===== config.mk =====
export PLATFORM = sky130hd
export DESIGN_NAME = mul_negate_stack_call_exec
export DESIGN_NICKNAME = d
export VERILOG_FILES = /design/src/exec_pkg.sv /design/src/alu_mul_neg.sv /design/src/mul_negate_stack_call_exec.sv /design/src/return_stack.sv
export SDC_FILE = /design/constraint.sdc
export NUM_CORES = 1
export LEC_CHECK = 0
export ABC_AREA = 0
export BUFFER_PORTS_ARGS = -buffer_cell sky130_fd_sc_hd__buf_4
export CORE_UTILIZATION = 50
export DETAILED_ROUTE_END_ITERATION = 10
export PLACE_DENSITY = 0.67
export SLEW_MARGIN = 0
export SYNTH_ARGS = -nofsm -noshare
export SYNTH_HDL_FRONTEND = slang
export SYNTH_SLANG_ARGS = --single-unit

===== constraint.sdc =====
create_clock -name clock -period 9.7 [get_ports clock]
set_clock_uncertainty 0.1 [all_clocks]
set_input_delay 1.94 -clock clock [delete_from_list [all_inputs] [get_ports clock]]
set_output_delay 1.94 -clock clock [all_outputs]
set_load 0.01 [all_outputs]

===== src/exec_pkg.sv =====
package exec_pkg;

  localparam int INSTR_W     = 16;
  localparam int PC_W        = 21;
  localparam int ADDR_W      = 12;
  localparam int STACK_DEPTH = 31;

  // reset values
  localparam logic [PC_W-1:0] PC_RESET   = 21'h000000;
  localparam logic [7:0]      BANK_RESET = 8'h00;
  localparam logic [7:0]      WORK_RESET = 8'h00;
  localparam logic [7:0]      PROD_RESET = 8'h00;

  // one instruction word in byte addresses
  localparam logic [PC_W-1:0] PC_STEP = 21'h000002;

  // bank, access-bank and call-offset fields
  localparam logic [7:0] BANK_MASK      = 8'h0f;
  localparam logic [7:0] INDEX_LIMIT    = 8'h5f;
  localparam logic [3:0] ACCESS_HI_BANK = 4'hf;
  localparam logic [3:0] ACCESS_LO_BANK = 4'h0;
  localparam int         ACCESS_BIT     = 8;
  localparam int         OFFSET_MSB     = 10;

  // opcode patterns
  localparam logic [6:0]  OPC_MUL_FILE = 7'h01;
  localparam logic [6:0]  OPC_NEG_FILE = 7'h36;
  localparam logic [4:0]  OPC_REL_CALL = 5'h1b;
  localparam logic [3:0]  OPC_NO_OP_HI = 4'hf;
  localparam logic [15:0] OPC_NO_OP    = 16'h0000;
  localparam logic [15:0] OPC_PUSH     = 16'h0005;
  localparam logic [15:0] OPC_POP      = 16'h0006;
  localparam logic [15:0] OPC_RESET    = 16'h00ff;

  typedef enum logic [1:0] {Q1, Q2, Q3, Q4} phase_e;

  typedef enum logic [2:0] {
    OP_OTHER,
    OP_MUL,
    OP_NEG,
    OP_POP,
    OP_PUSH,
    OP_CALL,
    OP_RESET,
    OP_IDLE
  } op_e;

  typedef struct packed {
    logic negative;
    logic overflowFlag;
    logic zero;
    logic digitCarryFlag;
    logic carry;
  } status_s;

  localparam status_s STATUS_RESET = 5'h00;

  typedef struct packed {
    logic [ADDR_W-1:0] addr;
    logic              read;
    logic              write;
    logic [7:0]        wdata;
  } mem_req_s;

  localparam mem_req_s MEM_REQ_IDLE = 22'h000000;

endpackage : exec_pkg


===== src/alu_mul_neg.sv =====
`timescale 1ns/1ps
module alu_mul_neg
(
  // operands
  input  wire logic [7:0]       workReg,
  input  wire logic [7:0]       operand,
  // results
  output logic [15:0]           product,
  output logic [7:0]            negValue,
  output exec_pkg::status_s     negFlags
);
  import exec_pkg::*;

  logic [8:0] negSum;
  logic [4:0] lowSum;

  // unsigned, 8 x 8 always fits 16 bits
  assign product = {8'h00, workReg} * {8'h00, operand};

  // inverse plus one, carries taken from the add itself
  assign negSum   = {1'b0, ~operand} + 9'h001;
  assign lowSum   = {1'b0, ~operand[3:0]} + 5'h01;
  assign negValue = negSum[7:0];

  assign negFlags.negative       = negSum[7];
  assign negFlags.overflowFlag   = operand[7] & negSum[7];
  assign negFlags.zero           = (negSum[7:0] == 8'h00);
  assign negFlags.digitCarryFlag = lowSum[4];
  assign negFlags.carry          = negSum[8];

endmodule : alu_mul_neg


===== src/mul_negate_stack_call_exec.sv =====
`timescale 1ns/1ps
// Overview of operation
// - Pattern 0000 001a ffff ffff decodes as multiply W by file, bit a choosing the bank.
// - Multiply writes the unsigned 16-bit product of W and the file byte, high byte to product high.
// - Multiply leaves every status flag as it was.
// - Access bit 0 addresses the access bank, 1 uses the bank select register for the bank.
// - With the extended set on and access bit 0, file addresses up to 5Fh are offset from the index base.
// - Pattern 0110 110a ffff ffff writes back the inverse plus one of the file byte.
// - Pattern 0006h drops the top stack entry, exposing the one below, without loading the PC.
// - Pattern 0005h pushes the instruction address plus 2, moving the old top down.
// - Prefix 1101 1 decodes as relative call with an 11-bit signed word offset.
// - Relative call pushes PC plus 2, loads PC plus 2 plus twice the offset, then idles one cycle.
// - Pattern 00ffh resets in one cycle the PC, the bank select register and the stack; W, status and product keep their values.
// - The upper four bits of the bank select register always hold zero.
module mul_negate_stack_call_exec
(
  // clock and reset
  input  wire logic                            clock,
  input  wire logic                            resetn,
  // instruction fetch
  input  wire logic [exec_pkg::INSTR_W-1:0]    instrWord,
  output logic [exec_pkg::PC_W-1:0]            programCounter_q,
  output exec_pkg::phase_e                     phase_q,
  output logic                                 fetchFlush_q,
  // data memory
  output exec_pkg::mem_req_s                   memReq_q,
  input  wire logic [7:0]                      memRdata,
  input  wire logic [exec_pkg::ADDR_W-1:0]     indexBase,
  // configuration pin
  input  wire logic                            extInstrEnable,
  // loads from the rest of the core
  input  wire logic                            workLoadEn,
  input  wire logic [7:0]                      workLoadData,
  input  wire logic                            bankLoadEn,
  input  wire logic [7:0]                      bankLoadData,
  // architectural state
  output logic [7:0]                           workReg_q,
  output logic [7:0]                           bankSelectRegister_q,
  output logic [7:0]                           productHigh_q,
  output logic [7:0]                           productLow_q,
  output exec_pkg::status_s                    status_q,
  // return stack
  output logic [exec_pkg::PC_W-1:0]            topOfStack,
  output logic [$clog2(exec_pkg::STACK_DEPTH+1)-1:0] stackDepth,
  output logic                                 stackFull,
  output logic                                 stackUnderflow,
  // software reset towards the rest of the chip
  output logic                                 softReset_q
);
  import exec_pkg::*;

  // configuration pin synchroniser
  logic extSync1_q;
  logic extSync2_q;

  phase_e           phase_d;
  op_e              op_q;
  op_e              op_d;
  logic [15:0]      instr_q;
  logic [15:0]      instr_d;
  logic             fetchFlush_d;
  logic [PC_W-1:0]  programCounter_d;
  mem_req_s         memReq_d;
  logic [7:0]       workReg_d;
  logic [7:0]       bankSelectRegister_d;
  logic [7:0]       productHigh_d;
  logic [7:0]       productLow_d;
  status_s          status_d;
  logic             softReset_d;

  logic             stackPush;
  logic             stackPop;
  logic             stackClear;
  logic [PC_W-1:0]  returnAddr;
  logic [PC_W-1:0]  callOffset;
  logic [15:0]      product;
  logic [7:0]       negValue;
  status_s          negFlags;

  function automatic op_e decode(input logic [15:0] iw);
    op_e op;
    op = OP_OTHER;
    if (iw[15:9] == OPC_MUL_FILE)
      op = OP_MUL;
    else if (iw[15:9] == OPC_NEG_FILE)
      op = OP_NEG;
    else if (iw[15:11] == OPC_REL_CALL)
      op = OP_CALL;
    else if (iw == OPC_POP)
      op = OP_POP;
    else if (iw == OPC_PUSH)
      op = OP_PUSH;
    else if (iw == OPC_RESET)
      op = OP_RESET;
    else if (iw == OPC_NO_OP || iw[15:12] == OPC_NO_OP_HI)
      op = OP_IDLE;
    return op;
  endfunction : decode

  function automatic logic [ADDR_W-1:0] fileAddr(input logic [15:0]       iw,
                                                 input logic              ext,
                                                 input logic [7:0]        bank,
                                                 input logic [ADDR_W-1:0] base);
    logic [7:0]        f;
    logic [ADDR_W-1:0] addr;
    f = iw[7:0];
    // bank select when access bit set
    if (iw[ACCESS_BIT])
      addr = {bank[3:0], f};
    else if (ext && f <= INDEX_LIMIT)
      addr = base + {4'h0, f};
    else if (f[7])
      addr = {ACCESS_HI_BANK, f};
    else
      addr = {ACCESS_LO_BANK, f};
    return addr;
  endfunction : fileAddr

  assign returnAddr = programCounter_q + PC_STEP;
  // offset counts words, so shift left once
  assign callOffset = {{(PC_W - OFFSET_MSB - 2){instr_q[OFFSET_MSB]}}, instr_q[OFFSET_MSB:0], 1'b0};

  alu_mul_neg alu
  (
    .workReg  (workReg_q),
    .operand  (memRdata),
    .product  (product),
    .negValue (negValue),
    .negFlags (negFlags)
  );

  return_stack
  #(
    .DEPTH (STACK_DEPTH),
    .WIDTH (PC_W)
  )
  stack
  (
    .clock       (clock),
    .resetn      (resetn),
    .clear       (stackClear),
    .push        (stackPush),
    .pop         (stackPop),
    .pushData    (returnAddr),
    .top_q       (topOfStack),
    .depth_q     (stackDepth),
    .full_q      (stackFull),
    .underflow_q (stackUnderflow)
  );

  always_comb
  begin
    phase_d              = phase_q;
    op_d                 = op_q;
    instr_d              = instr_q;
    fetchFlush_d         = fetchFlush_q;
    programCounter_d     = programCounter_q;
    memReq_d             = memReq_q;
    memReq_d.read        = 1'b0;
    memReq_d.write       = 1'b0;
    workReg_d            = workReg_q;
    bankSelectRegister_d = bankSelectRegister_q;
    productHigh_d        = productHigh_q;
    productLow_d         = productLow_q;
    status_d             = status_q;
    softReset_d          = 1'b0;
    stackPush            = 1'b0;
    stackPop             = 1'b0;
    stackClear           = 1'b0;

    // loads by other instructions land in any quarter
    if (workLoadEn)
      workReg_d = workLoadData;
    if (bankLoadEn)
      bankSelectRegister_d = bankLoadData & BANK_MASK;

    unique case (phase_q)
      Q1:
      begin
        phase_d = Q2;
        instr_d = instrWord;
        // dead second cycle of a call
        op_d = fetchFlush_q ? OP_IDLE : decode(instrWord);
        if (!fetchFlush_q && (decode(instrWord) == OP_MUL || decode(instrWord) == OP_NEG))
        begin
          memReq_d.read = 1'b1;
          memReq_d.addr = fileAddr(instrWord, extSync2_q, bankSelectRegister_q, indexBase);
        end
      end
      Q2:
      begin
        phase_d = Q3;
        if (op_q == OP_PUSH || op_q == OP_CALL)
          stackPush = 1'b1;
        if (op_q == OP_RESET)
        begin
          phase_d              = Q1;
          op_d                 = OP_OTHER;
          fetchFlush_d         = 1'b0;
          programCounter_d     = PC_RESET;
          bankSelectRegister_d = BANK_RESET;
          stackClear           = 1'b1;
          softReset_d          = 1'b1;
        end
      end
      Q3:
      begin
        phase_d = Q4;
        if (op_q == OP_POP)
          stackPop = 1'b1;
        if (op_q == OP_MUL)
        begin
          productHigh_d = product[15:8];
          productLow_d  = product[7:0];
        end
        if (op_q == OP_NEG)
        begin
          memReq_d.write = 1'b1;
          memReq_d.wdata = negValue;
          status_d = negFlags;
        end
      end
      Q4:
      begin
        phase_d = Q1;
        // call target then one idle cycle
        fetchFlush_d = (op_q == OP_CALL);
        if (op_q == OP_CALL)
          programCounter_d = returnAddr + callOffset;
        else if (!fetchFlush_q)
          programCounter_d = returnAddr;
      end
    endcase
  end

  always_ff @(posedge clock or negedge resetn)
  begin
    if (!resetn)
    begin
      extSync1_q <= 1'b0;
      extSync2_q <= 1'b0;
    end
    else
    begin
      extSync1_q <= extInstrEnable;
      extSync2_q <= extSync1_q;
    end
  end

  always_ff @(posedge clock or negedge resetn)
  begin
    if (!resetn)
    begin
      phase_q              <= Q1;
      op_q                 <= OP_OTHER;
      instr_q              <= 16'h0000;
      fetchFlush_q         <= 1'b0;
      programCounter_q     <= PC_RESET;
      memReq_q             <= MEM_REQ_IDLE;
      workReg_q            <= WORK_RESET;
      bankSelectRegister_q <= BANK_RESET;
      productHigh_q        <= PROD_RESET;
      productLow_q         <= PROD_RESET;
      status_q             <= STATUS_RESET;
      softReset_q          <= 1'b0;
    end
    else
    begin
      phase_q              <= phase_d;
      op_q                 <= op_d;
      instr_q              <= instr_d;
      fetchFlush_q         <= fetchFlush_d;
      programCounter_q     <= programCounter_d;
      memReq_q             <= memReq_d;
      workReg_q            <= workReg_d;
      bankSelectRegister_q <= bankSelectRegister_d;
      productHigh_q        <= productHigh_d;
      productLow_q         <= productLow_d;
      status_q             <= status_d;
      softReset_q          <= softReset_d;
    end
  end

endmodule : mul_negate_stack_call_exec


===== src/return_stack.sv =====
`timescale 1ns/1ps
module return_stack
#(
  parameter  int DEPTH = exec_pkg::STACK_DEPTH,
  parameter  int WIDTH = exec_pkg::PC_W,
  localparam int PTR_W = $clog2(DEPTH + 1)
)
(
  // clock and reset
  input  wire logic             clock,
  input  wire logic             resetn,
  // operations
  input  wire logic             clear,
  input  wire logic             push,
  input  wire logic             pop,
  input  wire logic [WIDTH-1:0] pushData,
  // state
  output logic [WIDTH-1:0]      top_q,
  output logic [PTR_W-1:0]      depth_q,
  output logic                  full_q,
  output logic                  underflow_q
);
  import exec_pkg::*;

  logic [WIDTH-1:0] entries [DEPTH];
  logic [WIDTH-1:0] top_d;
  logic [PTR_W-1:0] depth_d;
  logic             full_d;
  logic             underflow_d;
  logic             writeEn;

  always_comb
  begin
    top_d       = top_q;
    depth_d     = depth_q;
    full_d      = full_q;
    underflow_d = underflow_q;
    writeEn     = 1'b0;
    if (clear)
    begin
      top_d       = '0;
      depth_d     = '0;
      full_d      = 1'b0;
      underflow_d = 1'b0;
    end
    else if (push)
    begin
      // a push into a full stack is dropped, not wrapped
      if (depth_q == PTR_W'(DEPTH))
        full_d = 1'b1;
      else
      begin
        writeEn = 1'b1;
        depth_d = PTR_W'(depth_q + 1'b1);
        top_d   = pushData;
      end
    end
    else if (pop)
    begin
      if (depth_q == '0)
        underflow_d = 1'b1;
      else
      begin
        depth_d = PTR_W'(depth_q - 1'b1);
        top_d   = (depth_q > PTR_W'(1)) ? entries[PTR_W'(depth_q - 2'd2)] : '0;
      end
    end
  end

  always_ff @(posedge clock)
  begin
    if (writeEn)
      entries[depth_q] <= pushData;
  end

  always_ff @(posedge clock or negedge resetn)
  begin
    if (!resetn)
    begin
      top_q       <= '0;
      depth_q     <= '0;
      full_q      <= 1'b0;
      underflow_q <= 1'b0;
    end
    else
    begin
      top_q       <= top_d;
      depth_q     <= depth_d;
      full_q      <= full_d;
      underflow_q <= underflow_d;
    end
  end

endmodule : return_stack


# == Yosys cells after proc, flatten, opt, wreduce, memory -nomap -nowiden ==
# Memory sizes are Yosys's and may differ from the RTL's.
# Cells that the tools add are included.
# word_totals
reg_bits,128
ramBits,651
inputBits,57
out_inout_bits,112
elab_cells,148
n_memories,1
# mem_list
name,depth,width,read_ports,rd_clocked_by_memory_dff,wr,line,source
stack.entries,31,21,1,0,1,return_stack.sv:25,logic [WIDTH-1:0] entries [DEPTH];
# classes
add_sub_neg,8
n_mul,1
order_cmp,2
n_eq_ne,24
n_mux,58
n_bitwise,3
reduce_logical,26
# op_table
op,n
$mux W21,9
$pmux W21 S2,1
$mux W12,3
$eq A16 B3 Y1 const B,2
$mux W3,10
$mux W5,5
$mux W8,3
$add A21 B2 Y21 const B,1
$add A21 B21 Y21,1
$mux W1,21
$mux W9,2
$eq A16 B8 Y1 const B,1
$logic_not A16 Y1,1
$mul A8 B8 Y16,1
$add A12 B8 Y12,1
$reduce_and A2 Y1,6
$reduce_bool A2 Y1,6
$eq A5 B5 Y1 const B,2
$add A8 B1 Y9 const B,1
$eq A3 B2 Y1 const B,3
$eq A3 B3 Y1 const B,3
$reduce_and A3 Y1,3
$le A8 B7 Y1 const B,1
$logic_not A8 Y1,1
other kinds (27),34

# == Logic depth before layout (Yosys ltp) ==
# logic_depth
word_depth,15
ltp_mapped,18
depth_no_buf,17

# == Modules after synthesis ==
# From an unflattened synthesis, not the netlist that was laid out.
# unflattened
cells_unflattened,2313
area_unflattened_um2,35385.2
# modules_own_cells
mod,n_inst,cells_per_inst,area_each_um2,seq_area_each_um2
return_stack,1,1446,27119.8,20249.4
mul_negate_stack_call_exec,1,593,5949.5,2477.4
alu_mul_neg,1,274,2316.0,0.0

# == Worst setup path after synthesis ==
# No wires, ideal clock.
# synth_path
path_type,input -> register
start,in memRdata[2]
end,reg productHigh_q[4]
setup_time_ns,0.131
t_arrival_ns,5.585
t_required_ns,9.469
slack_ns,3.883
path_stages,15
path_buffers,1
cell_sequence,clkbuf_1 nand2_1 fa_1 fa_1 inv_1 fa_1 inv_1 fa_1 inv_1 ha_1 o21a_1 a211o_1 a41oi_1 xor2_1 o21ai_1
# synth_via
elab_chain_len,1
# synth_rtl
element,line,source
"start, declared",mul_negate_stack_call_exec.sv:27,"input wire logic [7:0] memRdata,"
$mul A8 B8 Y16,alu_mul_neg.sv:18,"assign product = {8'h00, workReg} * {8'h00, operand};"
"end signal, assigned",mul_negate_stack_call_exec.sv:277,productHigh_q <= productHigh_d;
"end, declared",mul_negate_stack_call_exec.sv:39,"output logic [7:0] productHigh_q,"
# No other way between the ends.
# A chain may end at the register's enable or synchronous reset.

# == Worst setup path in the final report ==
# layout_path
start,in memRdata[2]
end,reg productHigh_q[7]
# Same word-level chain as after synthesis.

==> flow_summary.yaml <==
cts:
  cts_sinks: 746
  post_cts_buffers: 0
  cts_resized: 0
  cts_root_buffer: "clkbuf_16"
  cts_tree: "done"
  cts_made_buffers: 78
  cts_hold_buf: 0
  max-clock-path-buffers: 3
  cts-htree-levels: 3
  path_clk_slew_ns: 0.05
  clkLatencyLatePin_ns: 0.62
critical_path:
  worstSetupPathType: "in2reg"
  required_ns: 10.09
  arrival_ns: 5.76
  startpoint: "memRdata[2]"
  reg2reg_slack_ns: 4.44
  cp_max_fo: 12
  r2r_start: "stack.depth_q[1]"
  worstSetupEndpointType: "flip-flop"
  critPathLaunchType: "input port"
synth:
  ys_types: 70
  synthFlopType: "edfxtp_1"
  synthesis.instances: 2073
  syn-num-nets: 2243
  yosys.area.top_type: "edfxtp_1"
  synthArstFlopShare_pct: 16.9
  ys_seq_area_share_pct: 65.7
  synth_area_um2: 33100
  synth_seq_cells: 746
  yosys_warnings: 0
  synth-edff-count: 620
  synthTopCellsByArea: "edfxtp_1, mux4_2, dfrtp_1, ha_1, fa_1"
  synth_top_area_share_pct: 56.2
  syn_avg_cell_area_um2: 16.0
detailed_routing:
  wl_per_cell_um: 25.1
  drc: 0
  first_pass_iters: 5
  vias: 19200
  wl_mm: 80.2
  initialDrtViolationCount: 2227
  ant_nets: 0
  vias_per_cell: 6.02
floorplanning:
  start_util_pct: 50.5
  die_w_um: 259
  io_pins: 169
  core_area_um2: 65600
  die_h_um: 259
  std_cell_rows: 94
  dieArea_um2: 67300
placement:
  dp_cells: 3055
  hpwl_mm: 49.5
  gp_congestion: 0.870
  port_buffers: 163
sta:
  rsz0062_at_grt: "false"
  timing.final.max_slew_violations: 0
  final.setup.tns_ns: 0
  worstMarginPinSlew_ns: 1.20
  timing.final.crit_share_pct: 55.3
  period_minus_slack_ns: 5.36
  setup_viol: 0
  hold_violations: 0
  maxSlewHeadroom_pct: 19.4
  fmax_ghz: 0.186
power:
  p_per_area_nw_per_um2: 307
  power_w: 0.0117
  cellLeakagePower_nw: 14.0
  vdd_drop_max_v: 0.000441
layout:
  area_growth_pct: 15.4
  final_core_util_pct: 58.2
  nets: 2441
  diodes: 0
  drive_gt1_share_pct: 24.6
  instances_no_fill: 3197
global_routing:
  grt-ovfl-total: 0
  track_usage_pct: 24.2
  antenna_found_initial: 2
  grt_pass1_vias: 19700
  grt_pass1_wl_mm: 120
  grt_max_degree: 70
status:
  outcome: "finished, final reports clean"
job:
  drv_cap: 0
worst_hold_path:
  min_path_type: "reg2reg"
  holdCritStartpoint: "extSync1_q"
## power by group
part | total [W] | internal (W) | switching [W]
combinational | 0.00444 | 0.00178 | 0.00267
clock | 0.00303 | 0.00179 | 0.00125
sequential | 0.00424 | 0.00397 | 0.000278
## cell type report
cell class | count | area (um2)
clock buffer | 99 | 2100
clock inverter | 43 | 502
fill | 5037 | 27400
inverter | 74 | 278
multi-input combinational | 1152 | 10800
sequential | 746 | 21800
tap | 864 | 1080
timing repair buffer | 219 | 1650
## synth_stat cells, drive strengths merged, types with 11 or more instances
library cell / instances
edfxtp: 620
nand2: 181
mux4: 160
dfrtp: 126
nor2: 105
o21ai: 82
ha: 75
inv: 74
clkbuf: 65
a21oi: 58
and2: 58
a211oi: 48
fa: 38
buf: 36
xor2: 32
mux2i: 29
xnor2: 24
nor3: 23
mux2: 22
a311oi: 20
o221ai: 20
nand3: 19
a21o: 15
nand4: 11
o21a: 11
o31ai: 11
## critical path, stage by stage
cell and delay (ns):
buf_4 0.16, and2_1 0.19, fa_1 0.44, fa_1 0.49, inv_1 0.06, fa_1 0.49, fa_1 0.49, inv_1 0.04
ha_1 0.34, o21ai_1 0.11, a21boi_1 0.28, o211ai_1 0.17, a211oi_1 0.28, mux2i_1 0.22, nand2_1 0.06
## routing by layer
layer / wire [um] / GRT usage (%) / vias up
met5: 11 / 0 / -
met4: 2440 / 8.59 / 2
met3: 5840 / 3.90 / 151
met2: 38100 / 37.5 / 756
met1: 33800 / 34.9 / 9906
li1: - / - / 8423
## final timing paths
path | endpoint | cells past startpoint
worst max register to register | stack.top_q[12] | 7
worst max-delay path | productHigh_q[7] | 15
worst min-delay path | extSync2_q | 0
min in group asynchronous | productLow_q[2] | 1
worst min register to register | extSync2_q | 0
max in group asynchronous | stack.depth_q[1] | 2
## cell usage in the layout, fill, tap and decap left out, drive strengths merged, types with 5 or more instances in the layout
cell and n:
ha 75, clkinv 26, dfrtp 126, o221ai 20, nand2b 9, mux2i 29
nand4 11, xnor2 24, a22oi 9, fa 38, nor2 105, o21ai 82
o21a 11, mux2 22, inv 78, edfxtp 620, xor2 32, nand2 181
o31ai 11, a21oi 58, buf 219, a211oi 48, a21o 15, and2 58
a31oi 9, clkbuf 99, bufinv 9, and3 6, mux4 160, or3 7
nand3b 8, nor3 23, a21boi 5, nor2b 9, nand3 19, a311oi 20
## state kept, by name, indices dropped and copies added (netlist names), 11 cells and up
name              flops
programCounter_q     20
stack.entries       620
memReq_q             22
instr_q              11
stack.top_q          21
## metrics by stage
stage | hold slack (ns) | worst slack [ns] | area (um2)
2_1_floorplan | 0.231 | 3.88 | 33100
3_3_place_gp | 0.233 | 3.76 | 35600
6_report | 0.247 | 4.34 | 38200
5_1_grt | 0.256 | 4.11 | 38200
3_5_place_dp | 0.238 | 3.74 | 35600
4_1_cts | 0.251 | 4.39 | 38200
## logic make-up after synthesis
logic type	synth area share, %
flops	65.7
simple gates	6.33
compound gates	6.42
mux	12.5
buf+inv	2.39
fa+ha+maj	5.13
xor+xnor	1.50
other cells	0.0113
Power figures use the tool's default switching activity.
